### config.mk
export PLATFORM = sky130hd
export DESIGN_NAME = sbia_bridge
export DESIGN_NICKNAME = d
export VERILOG_FILES = /design/src/sbia_pkg.sv /design/src/sbia_bridge.sv /design/src/sbia_master.sv
export SDC_FILE = /design/constraint.sdc
export NUM_CORES = 1
export LEC_CHECK = 0
export ABC_AREA = 1
export BUFFER_PORTS_ARGS = -buffer_cell sky130_fd_sc_hd__buf_2
export CORE_AREA = 3 3 98 193
export CTS_CLUSTER_DIAMETER = 40
export DETAILED_ROUTE_END_ITERATION = 12
export DIE_AREA = 0 0 101 196
export GPL_TIMING_DRIVEN = 1
export HOLD_SLACK_MARGIN = 0.06
export PLACE_DENSITY = 0.77
export SLEW_MARGIN = 40
export SYNTH_ARGS = -nofsm -noshare
export SYNTH_HDL_FRONTEND = slang
export SYNTH_HIERARCHICAL = 1
export SYNTH_SLANG_ARGS = --single-unit
### constraint.sdc
create_clock -name ref_clk_in -period 4.65 [get_ports ref_clk_in]
set_input_delay 0.93 -clock ref_clk_in [delete_from_list [all_inputs] [get_ports ref_clk_in]]
set_output_delay 0.93 -clock ref_clk_in [all_outputs]
set_load 0.01 [all_outputs]
### src/sbia_pkg.sv
// Notes on behaviour
// a private bus master issues every shared bus access, one 32-bit word each.
// writing the transfer data register starts a bus write at the target address.
// reading transfer data returns held value, starts bus read, result reloads it.
// autoinc port acts as transfer data; target address advances four per access.
// passive port reads and overwrites transfer data, never starts a bus access.
// bus error sets the access error flag and loads transfer data with marker.
// the bus flags errors only for missing regions or illegal registers; debug aid.
// data port reads return the marker 0x88888888 while an access is pending.
// status shows pending, plus pending and error state at the last data read.
// host may read a data port right after a read; non-marker means valid.
// on marker, host reads status; both last-read flags clear means genuine data.
// last-read pending set means the read was incomplete; host repeats it.
// autoinc reads answered while busy do not advance the target address.
// simple read: set address, dummy read, wait not busy, fetch via passive port.
package sbia_pkg;
   // ---------------------------------------------------------------
   // register indices on the host port
   // ---------------------------------------------------------------
   localparam int          SBIA_IDX_W    = 3;
   localparam logic [2:0]  SBIA_IDX_STAT = 3'h0;
   localparam logic [2:0]  SBIA_IDX_ADDR = 3'h1;
   localparam logic [2:0]  SBIA_IDX_DATA = 3'h2;
   localparam logic [2:0]  SBIA_IDX_INCR = 3'h3;
   localparam logic [2:0]  SBIA_IDX_INRT = 3'h4;
   localparam logic [2:0]  SBIA_IDX_IST  = 3'h5;
   localparam logic [2:0]  SBIA_IDX_IMSK = 3'h6;
   // ---------------------------------------------------------------
   // status and interrupt field positions
   // ---------------------------------------------------------------
   localparam int          SBIA_ST_PEND  = 0;
   localparam int          SBIA_ST_LRPND = 1;
   localparam int          SBIA_ST_ERR   = 2;
   localparam int          SBIA_ST_LRERR = 3;
   localparam int          SBIA_IRQ_W    = 2;
   localparam int          SBIA_IRQ_DONE = 0;
   localparam int          SBIA_IRQ_ERR  = 1;
   // ---------------------------------------------------------------
   // values
   // ---------------------------------------------------------------
   localparam logic [31:0] SBIA_MARKER   = 32'h88888888;
   localparam logic [31:0] SBIA_STEP     = 32'h00000004;
   localparam logic [31:0] SBIA_RST_WORD = 32'h00000000;
   localparam logic [1:0]  SBIA_RST_IRQ  = 2'h0;
endpackage

### src/sbia_bridge.sv
`timescale 1ns/1ps
module sbia_bridge (
   input  wire logic                           ref_clk_in,
   input  wire logic                           sys_rst_in,
   input  wire logic [sbia_pkg::SBIA_IDX_W-1:0] host_addr_in,
   input  wire logic [31:0]                    host_wdata_in,
   input  wire logic                           host_wr_in,
   input  wire logic                           host_rd_in,
   output logic      [31:0]                    host_rdata_out,
   output logic                                sb_req_out,
   output logic                                sb_we_out,
   output logic      [31:0]                    sb_addr_out,
   output logic      [31:0]                    sb_wdata_out,
   input  wire logic [31:0]                    sb_rdata_in,
   input  wire logic                           sb_ack_in,
   input  wire logic                           sb_err_in,
   output logic                                irq_out
);
   import sbia_pkg::*;

   // ---------------------------------------------------------------
   // decode
   // ---------------------------------------------------------------
   logic is_stat, is_addr, is_data, is_incr, is_inrt, is_ist, is_imsk;
   logic port_hit, pending, start;
   logic m_done, m_err, m_read;
   logic [31:0] m_rdata;

   // host port decode and access start
   always_comb begin
      is_stat  = (host_addr_in == SBIA_IDX_STAT);
      is_addr  = (host_addr_in == SBIA_IDX_ADDR);
      is_data  = (host_addr_in == SBIA_IDX_DATA);
      is_incr  = (host_addr_in == SBIA_IDX_INCR);
      is_inrt  = (host_addr_in == SBIA_IDX_INRT);
      is_ist   = (host_addr_in == SBIA_IDX_IST);
      is_imsk  = (host_addr_in == SBIA_IDX_IMSK);
      port_hit = is_data | is_incr | is_inrt;
      // passive port never starts; busy accesses are refused
      start    = (host_wr_in | host_rd_in) & (is_data | is_incr) & ~pending;
   end

   // ---------------------------------------------------------------
   // register state
   // ---------------------------------------------------------------
   logic [31:0]           taddr_r, taddr_nxt;
   logic [31:0]           tdata_r, tdata_nxt;
   logic [31:0]           rdata_r, rdata_nxt;
   logic                  err_r, err_nxt;
   logic                  lrpnd_r, lrpnd_nxt;
   logic                  lrerr_r, lrerr_nxt;
   logic [SBIA_IRQ_W-1:0] ist_r, ist_nxt;
   logic [SBIA_IRQ_W-1:0] imsk_r, imsk_nxt;
   logic [SBIA_IRQ_W-1:0] evt;

   // next values of every register
   always_comb begin
      taddr_nxt = taddr_r;
      tdata_nxt = tdata_r;
      err_nxt   = err_r;
      lrpnd_nxt = lrpnd_r;
      lrerr_nxt = lrerr_r;
      imsk_nxt  = imsk_r;
      ist_nxt   = ist_r;
      rdata_nxt = SBIA_RST_WORD;

      // target address: host load, or step after an autoinc start
      if (host_wr_in && is_addr) begin
         taddr_nxt = host_wdata_in;
      end else if (start && is_incr) begin
         taddr_nxt = taddr_r + SBIA_STEP;
      end

      // transfer data: bus result wins over a passive write
      if (m_done) begin
         if (m_err) begin
            tdata_nxt = SBIA_MARKER;
         end else if (m_read) begin
            tdata_nxt = m_rdata;
         end
      end else if (host_wr_in && port_hit && (is_inrt || !pending)) begin
         tdata_nxt = host_wdata_in;
      end

      // error flag clears by writing one; a new error wins
      if (host_wr_in && is_stat && host_wdata_in[SBIA_ST_ERR]) begin
         err_nxt = 1'b0;
      end
      if (m_done && m_err) begin
         err_nxt = 1'b1;
      end

      // snapshot of pending and error at each data read
      if (host_rd_in && port_hit) begin
         lrpnd_nxt = pending;
         lrerr_nxt = err_r;
      end

      if (host_wr_in && is_imsk) begin
         imsk_nxt = host_wdata_in[SBIA_IRQ_W-1:0];
      end

      // sticky events; read clears but a same-cycle event survives
      if (host_rd_in && is_ist) begin
         ist_nxt = SBIA_RST_IRQ;
      end
      ist_nxt = ist_nxt | evt;

      // read data stands one cycle after the read strobe
      if (host_rd_in) begin
         case (host_addr_in)
            SBIA_IDX_STAT: begin
               rdata_nxt[SBIA_ST_PEND]  = pending;
               rdata_nxt[SBIA_ST_LRPND] = lrpnd_r;
               rdata_nxt[SBIA_ST_ERR]   = err_r;
               rdata_nxt[SBIA_ST_LRERR] = lrerr_r;
            end
            SBIA_IDX_ADDR: rdata_nxt = taddr_r;
            SBIA_IDX_DATA,
            SBIA_IDX_INCR,
            SBIA_IDX_INRT: rdata_nxt = pending ? SBIA_MARKER : tdata_r;
            SBIA_IDX_IST:  rdata_nxt[SBIA_IRQ_W-1:0] = ist_r;
            SBIA_IDX_IMSK: rdata_nxt[SBIA_IRQ_W-1:0] = imsk_r;
            default:       rdata_nxt = SBIA_RST_WORD;
         endcase
      end
   end

   // events raised by the bus master
   always_comb begin
      evt                = SBIA_RST_IRQ;
      evt[SBIA_IRQ_DONE] = m_done;
      evt[SBIA_IRQ_ERR]  = m_done & m_err;
   end

   always_ff @(posedge ref_clk_in or posedge sys_rst_in) begin
      if (sys_rst_in) begin
         taddr_r <= SBIA_RST_WORD;
         tdata_r <= SBIA_RST_WORD;
         rdata_r <= SBIA_RST_WORD;
         err_r   <= 1'b0;
         lrpnd_r <= 1'b0;
         lrerr_r <= 1'b0;
         ist_r   <= SBIA_RST_IRQ;
         imsk_r  <= SBIA_RST_IRQ;
      end else begin
         taddr_r <= taddr_nxt;
         tdata_r <= tdata_nxt;
         rdata_r <= rdata_nxt;
         err_r   <= err_nxt;
         lrpnd_r <= lrpnd_nxt;
         lrerr_r <= lrerr_nxt;
         ist_r   <= ist_nxt;
         imsk_r  <= imsk_nxt;
      end
   end

   assign host_rdata_out = rdata_r;
   assign irq_out        = |(ist_r & imsk_r);

   // ---------------------------------------------------------------
   // dedicated shared bus master
   // ---------------------------------------------------------------
   // write data comes straight from the host so the word is not one cycle late
   sbia_master u_master (
      .ref_clk_in   (ref_clk_in),
      .sys_rst_in   (sys_rst_in),
      .start_in     (start),
      .we_in        (host_wr_in),
      .addr_in      (taddr_r),
      .wdata_in     (host_wdata_in),
      .busy_out     (pending),
      .done_out     (m_done),
      .err_out      (m_err),
      .read_out     (m_read),
      .rdata_out    (m_rdata),
      .sb_req_out   (sb_req_out),
      .sb_we_out    (sb_we_out),
      .sb_addr_out  (sb_addr_out),
      .sb_wdata_out (sb_wdata_out),
      .sb_rdata_in  (sb_rdata_in),
      .sb_ack_in    (sb_ack_in),
      .sb_err_in    (sb_err_in)
   );
endmodule // sbia_bridge

### src/sbia_master.sv
`timescale 1ns/1ps
module sbia_master (
   input  wire logic        ref_clk_in,
   input  wire logic        sys_rst_in,
   input  wire logic        start_in,
   input  wire logic        we_in,
   input  wire logic [31:0] addr_in,
   input  wire logic [31:0] wdata_in,
   output logic             busy_out,
   output logic             done_out,
   output logic             err_out,
   output logic             read_out,
   output logic [31:0]      rdata_out,
   output logic             sb_req_out,
   output logic             sb_we_out,
   output logic [31:0]      sb_addr_out,
   output logic [31:0]      sb_wdata_out,
   input  wire logic [31:0] sb_rdata_in,
   input  wire logic        sb_ack_in,
   input  wire logic        sb_err_in
);
   import sbia_pkg::*;

   typedef enum logic [1:0] {
      SBIA_M_IDLE = 2'b01,
      SBIA_M_ACC  = 2'b10
   } sbia_mstate_t;

   sbia_mstate_t st_r, st_nxt;
   logic         req_r, req_nxt, we_r, we_nxt, done_r, done_nxt, err_r, err_nxt;
   logic [31:0]  addr_r, addr_nxt, wd_r, wd_nxt, rd_r, rd_nxt;

   // ---------------------------------------------------------------
   // one word per access, request held until the bus acknowledges
   // ---------------------------------------------------------------
   always_comb begin
      st_nxt   = st_r;
      req_nxt  = req_r;
      we_nxt   = we_r;
      addr_nxt = addr_r;
      wd_nxt   = wd_r;
      rd_nxt   = rd_r;
      err_nxt  = err_r;
      done_nxt = 1'b0;
      case (st_r)
         SBIA_M_IDLE: begin
            if (start_in) begin
               st_nxt   = SBIA_M_ACC;
               req_nxt  = 1'b1;
               we_nxt   = we_in;
               addr_nxt = addr_in;
               wd_nxt   = wdata_in;
            end
         end
         SBIA_M_ACC: begin
            if (sb_ack_in) begin
               st_nxt   = SBIA_M_IDLE;
               req_nxt  = 1'b0;
               done_nxt = 1'b1;
               err_nxt  = sb_err_in;
               rd_nxt   = sb_rdata_in;
            end
         end
         default: begin
            st_nxt  = SBIA_M_IDLE;
            req_nxt = 1'b0;
         end
      endcase
   end

   always_ff @(posedge ref_clk_in or posedge sys_rst_in) begin
      if (sys_rst_in) begin
         st_r   <= SBIA_M_IDLE;
         req_r  <= 1'b0;
         we_r   <= 1'b0;
         addr_r <= SBIA_RST_WORD;
         wd_r   <= SBIA_RST_WORD;
         rd_r   <= SBIA_RST_WORD;
         err_r  <= 1'b0;
         done_r <= 1'b0;
      end else begin
         st_r   <= st_nxt;
         req_r  <= req_nxt;
         we_r   <= we_nxt;
         addr_r <= addr_nxt;
         wd_r   <= wd_nxt;
         rd_r   <= rd_nxt;
         err_r  <= err_nxt;
         done_r <= done_nxt;
      end
   end

   // busy covers the result cycle so no read sees stale data
   assign busy_out     = (st_r == SBIA_M_ACC) | done_r;
   assign done_out     = done_r;
   assign err_out      = err_r;
   assign read_out     = ~we_r;
   assign rdata_out    = rd_r;
   assign sb_req_out   = req_r;
   assign sb_we_out    = we_r;
   assign sb_addr_out  = addr_r;
   assign sb_wdata_out = wd_r;
endmodule // sbia_master

# Word level (Yosys, flattened, before mapping)
# Cells that the tools add are included.
classes:
  add_sub_neg: 1
  eq_ne: 11
  n_mux: 22
  bitwise: 10
  n_reduce_logical: 22
op_table:
  columns: ["cell", "count"]
  rows:
  - ["two-way mux 32 bit", 8]
  - ["one-hot mux 28 bit (2 select lines)", 1]
  - ["adder 32 x 3 -> 32 bit, second input constant", 1]
  - ["logical AND 1 bit", 10]
  - ["one-hot mux 2 bit (5 select lines)", 1]
  - ["== test 3 bit, second input constant", 3]
  - ["AND reduction 2 bit", 4]
  - ["== test 3 x 2 -> 1 bit, second input constant", 2]
  - ["two-way mux 1 bit", 6]
  - ["two-way mux 2 bit", 3]
  - ["one-hot mux 2 bit (3 select lines)", 1]
  - ["nonzero test 2 bit", 3]
  - ["!= test 2 bit, second input constant", 2]
  - ["OR 1 bit", 4]
  - ["one-hot mux 2 bit (2 select lines)", 1]
  - ["AND 1 bit", 3]
  - ["== test 3 x 1 -> 1 bit, second input constant", 1]
  - ["zero test 3 bit", 1]
  - ["!= test 3 bit, second input constant", 1]
  - ["OR reduction 3 bit", 1]
  - ["AND 2 bit", 1]
  - ["== test 2 x 1 -> 1 bit, second input constant", 1]
  - ["== test 2 bit, second input constant", 1]
  - ["OR 2 bit", 1]
  - ["other kinds (5)", 5]
totals:
  reg_bits: 205
  in_bits: 73
  output_inout_bits: 99
  elab_cells: 82

# Longest topological paths before layout
# Gate-level depths: netlist of the first run.
logic_depth:
  depth_word: 7
  ltp_mapped: 14
  depth_no_buf: 10

# Modules after synthesis
# Netlist of the first run, hierarchy kept.
modules_own_cells:
  columns: ["module", "n_inst", "cells_per_inst", "area_each_um2", "seq_area_each_um2"]
  rows:
  - ["sbia_bridge", 1, 702, 5348.9, 2577.5]
  - ["sbia_master", 1, 449, 4167.7, 2528.7]

# Worst setup path before layout of the first run
# Ideal clock, no wire load.
synth_timing:
  kind: "reg2reg"
  startpoint: "register u_master.st_r[0]"
  endpoint: "register u_master.wd_r[6] (netlist: u_master/sb_wdata_out[6])"
  setup_ps: 67
  arrival_ps: 2165
  t_required_ps: 4583
  setup_slack_ps: 2419
  path_stages_with_launch: 12
  n_path_buf: 5
  synth_period_minus_slack_ps: 2231
  path_cell_list: "dfstp_2 -> buf_2 -> buf_2 -> o21bai_1 -> buf_6 -> clkinv_4 -> nand3_1 -> a21oi_2 -> buf_4 -> clkbuf_1 -> nand4_1 -> nand2_1"
synth_between:
  elab_chain_len: 5
  elab_cells_between_ends: 6
  cone_classes: "eq/ne: 2; bitwise: 3; reduce/logical: 1"
synth_rtl:
  columns: ["element", "line_no", "rtl"]
  rows:
  - ["from (decl)", "sbia_master.sv:29", "sbia_mstate_t st_r, st_nxt;"]
  - ["from (signal assigned)", "sbia_master.sv:82", "st_r <= st_nxt;"]
  - ["== test 2 bit", "sbia_master.sv:94", "assign busy_out = (st_r == SBIA_M_ACC) | done_r;"]
  - ["OR 1 bit", "sbia_master.sv:94", null]
  - ["named net pending", "sbia_bridge.sv:25", "logic port_hit, pending, start;"]
  - ["NOT 1 bit", "sbia_bridge.sv:40", "start = (host_wr_in | host_rd_in) & (is_data | is_incr) & ~pending;"]
  - ["AND 1 bit", "sbia_bridge.sv:40", null]
  - ["named net start", "sbia_bridge.sv:25", null]
  - ["AND reduction 2 bit (no source line)", null, null]
  - ["to (signal assigned)", "sbia_master.sv:86", "wd_r <= wd_nxt;"]
  - ["to (decl)", "sbia_master.sv:31", "logic [31:0] addr_r, addr_nxt, wd_r, wd_nxt, rd_r, rd_nxt;"]
# The timed path passes the listed nets, and every way through them passes these cells.
# A chain may end at the register's enable or synchronous reset.

# Worst setup path in the final report of the first run
layout_timing:
  startpoint: "register u_master.done_r (netlist: u_master/done_out)"
  endpoint: "register tdata_r[28]"
layout_between:
  elab_chain_len: 6
  elab_cells_between_ends: 8
  cone_classes: "eq/ne: 1; mux: 1; bitwise: 1; reduce/logical: 5"
layout_rtl:
  columns: ["element", "line_no", "rtl"]
  rows:
  - ["from (decl)", "sbia_master.sv:30", "logic req_r, req_nxt, we_r, we_nxt, done_r, done_nxt, err_r, err_nxt;"]
  - ["from (signal assigned)", "sbia_master.sv:89", "done_r <= done_nxt;"]
  - ["OR 1 bit", "sbia_master.sv:94", null]
  - ["zero test 1 bit", "sbia_bridge.sv:81", "end else if (host_wr_in && port_hit && (is_inrt || !pending)) begin"]
  - ["logical OR 1 bit", "sbia_bridge.sv:81", null]
  - ["logical AND 1 bit", "sbia_bridge.sv:81", null]
  - ["nonzero test 2 bit (no source line)", null, null]
  - ["AND reduction 2 bit (no source line)", null, null]
  - ["to (signal assigned)", "sbia_bridge.sv:148", "tdata_r <= tdata_nxt;"]
  - ["to (decl)", "sbia_bridge.sv:47", "logic [31:0] tdata_r, tdata_nxt;"]
# Several ways; a longest one is shown, not always the timed one.

==> flow_summary.yaml, run 1 <==
setup_path:
  r2r_cells: 8
  cpMostUsedCell: "inv_2"
  startpoint: "u_master/done_out"
  cp_cell_sequence: "inv_2, nor2_4, inv_2, o21ai_4, buf_8, buf_4, nand2_1, o21ai_0"
  r2r_end: "tdata_r[28]"
  reg2reg_slack_ns: 1.80
  max_stage_delay_ns: 0.60
  crit_path_end_kind: "flop"
  critPathBufInv: 4
  rr_startpoint: "u_master/done_out"
  crit_arrival_ns: 3.26
  crit_fanout: 25
  setup.worst_path.end: "tdata_r[28]"
  required_ns: 5.06
  cp-start-kind: "flop"
  critPathTopFamily: "buffers and inverters"
  critPathKind: "flop to flop"
  cp_slowest_cell: "dfrtp_1"
  cp.depth: 8
route:
  wirelength_mm: 25.7
  drt_iter0_drc: 439
  drc: 0
  route.antenna.remaining_nets: 0
  drt-pass1-iter-count: 6
  vias: 8375
  routedWlPerCell_um: 17.0
  viasPerCell: 5.53
clock_tree:
  cts-root-buf: "clkbuf_16"
  cts_tree: "yes"
  cts.path.max_buffers: 3
  clk_latency_ns: 0.50
  cts_resized: 0
  numCtsBuffers: 20
  post-cts-setup-buffer-count: 0
  cts_sinks: 204
  postCtsHoldBufs: 0
  path_clk_slew_ns: 0.07
  h-tree-depth: 1
global_routing:
  antenna_found_initial: 0
  grt_pass1_wl_mm: 41.9
  grt_use_total_pct: 26.4
  grt-ovfl-total: 0
  grt_max_degree: 69
  grt_pass1_vias: 8264
power_and_ir_drop:
  cellLeakagePower_nw: 5.90
  vdd_ir_drop_max_uv: 278
  p_per_area_nw_per_um2: 459
yosys:
  yosysTopAreaCell: "dfrtp_1"
  postSynth.asyncResetShare_pct: 100
  avgSynthCellArea_sq_um: 8.27
  synth_ff_type: "dfrtp_1"
  ys_top_cells_by_area: "dfrtp_1 (53%), nand2_1 (18%), nand4_1 (6.5%)"
  synth_edf_count: 0
  yosysSeqAreaShare_pct: 53.7
  synthCells: 1151
  synthDominantCellAreaShare_pct: 53.4
  ys_ff_latch: 204
  syn_nets: 1225
  synth_cell_types: 35
  yosysWarnings: 6
  yosys-top-cells-count: "nand2_1 (445), dfrtp_1 (203), nand4_1 (99)"
  syn-cell-area_sq_um: 9520
  yosysMostFrequentCell: "nand2_1"
timing:
  max_freq_ghz: 0.351
  setup_viol: 0
  setup-tns-final_ns: 0
  rsz0062_at_grt: "false"
  worstMarginPinSlew_ns: 0.738
  slew_viol_final: 0
  finalHoldViolations: 0
  fin_crit_sh_pct: 61.3
  skew_ns: 0.0105
  period_needed_ns: 2.85
  maxSlewHeadroom_pct: 50.8
cells_and_area:
  antenna_cells: 0
  nets: 1365
  drive_gt1_share_pct: 19.1
  final_cell_area_sq_um: 11100
  areaGrowthSynthToFinish_pct: 16.4
placed_design:
  io_buffers: 171
  gp_congestion: 0.961
  placed_cell_area_sq_um: 10400
  hpwlAfterDp_mm: 19.1
flow_run:
  drv_cap: 0
floorplanning:
  fp.dieH_um: 196
  die_w_um: 101
  io-pin-count: 172
  core_sq_um: 17500
  die_area_sq_um: 19800
  start_util_pct: 54.3
  rows: 68
min_path:
  hold_path.class: "flop to flop"
outcome:
  outcome: "finished clean"
power breakdown:
group          switching (mW)  leakage [nW]  internal (mW)
clock                   0.687         0.334          0.963
sequential              0.284          2.63           2.15
combinational           0.621          2.94          0.385
state kept, by name, indices dropped and copies added, names as in the netlist:
| register | count |
|---|---|
| imsk_r | 2 |
| lrpnd_r | 1 |
| u_master/sb_we_out | 1 |
| host_rdata_out | 32 |
| u_master/st_r | 2 |
| u_master/err_out | 1 |
| taddr_r | 32 |
| u_master/sb_addr_out | 32 |
| lrerr_r | 1 |
| u_master/sb_wdata_out | 32 |
| ist_r | 2 |
| u_master/rdata_out | 32 |
| err_r | 1 |
| tdata_r | 32 |
| u_master/done_out | 1 |
cell usage in the layout, fill, tap and decap left out, types with 3 or more instances in the layout:
cell       count
a21oi_1        6
a22o_1        21
buf_2        171
buf_4         13
clkbuf_16     21
clkbuf_8       5
clkinv_2       3
clkinv_4       3
dfrtp_1      203
inv_1         68
inv_2          9
nand2_1      445
nand3_1       56
nand4_1       99
nor2_1        53
nor2_2         6
o211ai_1       8
o21ai_0       39
o21ai_1       22
o22ai_1       17
xnor2_1        3
xor2_1        10
logic make-up (layout without fill, tap and decap cells):
kind of cell    Yosys count  after routing  synth area share [%]
simple gates            667            667                  30.2
fa+ha+maj                 1              1                 0.131
xor+xnor                 13             13                  1.20
flops                   204            204                  53.7
compound gates          118            118                  7.68
buf+inv                 148            301                  7.10
per-layer routing:
metal / global-route usage [%] / vias to the layer above / part of all wire, %
li1: - / 4066 / -
met3: 2.95 / 72 / 6.0
met4: 12.7 / 0 / 4.6
met2: 46.1 / 361 / 51
met5: 0 / - / 0
met1: 31.8 / 3876 / 38
area by class of cell:
type / count / area, sq um
Clock buffer: 26 / 594
Clock inverter: 9 / 86.3
Fill cell: 1544 / 6450
Inverter: 81 / 319
Multi-Input combinational cell: 799 / 3740
Sequential cell: 204 / 5110
Tap cell: 210 / 263
Timing Repair Buffer: 185 / 968
stage by stage:
stage	hold WS, ns	std cells	setup slack, ns	util [%]	power [mW]
after floorplan	0.442	1151	1.02	-	3.04
after global placement	0.451	1478	1.88	59.2	3.43
after detailed placement	0.453	1478	1.71	59.2	3.46
after CTS	0.469	1513	1.68	63.1	5.12
after global routing	0.493	1514	1.57	63.2	5.38
final	0.463	1514	1.80	63.2	5.09
worst min-delay path by stage:
| stage | slack [ns] | from | cells past startpoint | end |
|---|---|---|---|---|
| finish | 0.46 | u_master/sb_addr_out[20] | 2 | u_master/sb_addr_out[20] |
| CTS | 0.47 | u_master/sb_addr_out[20] | 2 | u_master/sb_addr_out[20] |
| global route | 0.49 | u_master/sb_addr_out[10] | 2 | u_master/sb_addr_out[10] |
| floorplan | 0.44 | tdata_r[13] | 2 | host_rdata_out[13] |
| global placement | 0.45 | u_master/sb_addr_out[1] | 2 | u_master/sb_addr_out[1] |
| detailed placement | 0.45 | u_master/sb_addr_out[20] | 2 | u_master/sb_addr_out[20] |
tightest hold or removal path, delay by kind of cell (launching register included):
family / cells / cell delay (ns)
DFF: 1 / 0.34
and+or+nand+nor: 2 / 0.09
Note: power is estimated with default switching activity, not from simulation.
==> inputs of run 2 (changes only) <==
==> constraint.sdc (replaced) <==
create_clock -name ref_clk_in -period 2.9 [get_ports ref_clk_in]
set_input_delay 0.58 -clock ref_clk_in [delete_from_list [all_inputs] [get_ports ref_clk_in]]
set_output_delay 0.58 -clock ref_clk_in [all_outputs]
set_load 0.01 [all_outputs]
==> run 2 against run 1 <==
Net effect:
- clock power increased by 64%
- first-iteration DRC count rose by 20%
- total power grew 62%
- critical path type unchanged
==> flow_summary.yaml, run 2 (synthesis results as in run 1) <==
route:
  wirelength_mm: 25.9
  routedWlPerCell_um: 17.0
  drt-pass1-iter-count: 5
  route.antenna.remaining_nets: 0
  viasPerCell: 5.50
  vias: 8342
  drc: 0
  drt_iter0_drc: 525
timing:
  maxSlewHeadroom_pct: 50.1
  slew_viol_final: 0
  skew_ns: 0.0156
  period_needed_ns: 2.06
  setup_viol: 0
  setup-tns-final_ns: 0
  fin_crit_sh_pct: 70.9
  finalHoldViolations: 0
  max_freq_ghz: 0.486
  worstMarginPinSlew_ns: 0.749
  rsz0062_at_grt: "false"
cells_and_area:
  nets: 1370
  drive_gt1_share_pct: 19.3
  final_common_cell: "nand2_1"
  antenna_cells: 0
  areaGrowthSynthToFinish_pct: 17.6
  final_cell_mix: "nand2_1 (445), dfrtp_1 (203), buf_2 (171)"
  final_cell_area_sq_um: 11200
  fill_cells: 1547
  utilization_pct: 63.9
global_routing:
  grt_pass1_vias: 8209
  grt_pass1_wl_mm: 41.5
  antenna_found_initial: 0
  grt_use_total_pct: 26.2
  grt-ovfl-total: 0
  grt_max_degree: 104
power_and_ir_drop:
  cellLeakagePower_nw: 5.94
  vdd_ir_drop_max_uv: 403
  p_per_area_nw_per_um2: 736
clock_tree:
  h-tree-depth: 1
  clk_latency_ns: 0.49
  cts_sinks: 204
  post-cts-setup-buffer-count: 0
  cts_resized: 0
  path_clk_slew_ns: 0.07
  cts_tree: "yes"
  numCtsBuffers: 19
  cts-root-buf: "clkbuf_16"
  cts.path.max_buffers: 3
  postCtsHoldBufs: 0
setup_path:
  r2r_end: "taddr_r[3]"
  crit_path_end_kind: "flop"
  critPathBufInv: 3
  r2r_cells: 9
  critPathKind: "flop to flop"
  cp-start-kind: "flop"
  crit_arrival_ns: 2.48
  critPathTopFamily: "buffers and inverters"
  crit_fanout: 23
  cp_slowest_cell: "dfrtp_1"
  rr_startpoint: "u_master/done_out"
  max_stage_delay_ns: 0.45
  reg2reg_slack_ns: 0.84
  cp_cell_sequence: "o21bai_1, buf_4, clkinv_4, nand3_1, a21oi_4, nand2_4, inv_2, nand2_1, nand3_1"
  required_ns: 3.33
  cpMostUsedCell: "nand3_1"
floorplanning:
  die_area_sq_um: 19800
  start_util_pct: 54.3
  fp.dieH_um: 196
  core_sq_um: 17500
  io-pin-count: 172
  rows: 68
  die_w_um: 101
placed_design:
  hpwlAfterDp_mm: 19.1
  placed_cell_area_sq_um: 10500
  io_buffers: 171
  gp_congestion: 0.927
flow_run:
  drv_cap: 0
outcome:
  outcome: "finished clean"
min_path:
  hold_path.class: "input pin to async pin"
[run 2: worst max path at each step]
| stage | start | endpoint | cells after the start |
|---|---|---|---|
| 2_1_floorplan | u_master/st_r[0] | u_master/sb_wdata_out[6] | 11 |
| 3_3_place_gp | host_rd_in | taddr_r[10] | 7 |
| 3_5_place_dp | host_rd_in | taddr_r[10] | 7 |
| 4_1_cts | u_master/done_out | tdata_r[26] | 11 |
| 5_1_grt | u_master/done_out | tdata_r[28] | 11 |
| 6_report | u_master/done_out | taddr_r[3] | 9 |
[run 2: power by group]
part	internal (mW)	switching [mW]	total (mW)
Sequential	3.44	0.455	3.90
Clock	1.65	1.07	2.71
Combinational	0.630	0.993	1.62
Total	5.72	2.51	8.24
[run 2: per-stage QoR]
step	instances	hold WS [ns]	total power [mW]	setup WS, ns
2_1_floorplan	1151	0.442	4.88	0.669
3_3_place_gp	1484	0.450	5.50	0.815
3_5_place_dp	1485	0.453	5.57	0.805
4_1_cts	1518	0.131	8.29	0.876
5_1_grt	1518	0.144	8.71	0.677
6_report	1518	0.131	8.24	0.843
[run 2: routing by layer]
metal | part of all wire [%] | vias to the layer above | GRT usage (%)
li1 | - | 4063 | -
met1 | 38 | 3896 | 32.4
met2 | 52 | 308 | 45.5
met3 | 5.6 | 75 | 2.95
met4 | 4.4 | 0 | 11.2
met5 | 0 | - | 0
[run 2: cell type report]
| cell class | count | area, sq um | share of cell area, % |
|---|---|---|---|
| flip-flops and latches | 204 | 5110 | 45.6 |
| multi-input cells | 799 | 3740 | 33.4 |
| repair buffers | 191 | 1080 | 9.61 |
| clock buffers | 23 | 520 | 4.65 |
| inverters | 81 | 319 | 2.85 |
| well taps | 210 | 263 | 2.35 |
| clock inverters | 10 | 166 | 1.49 |
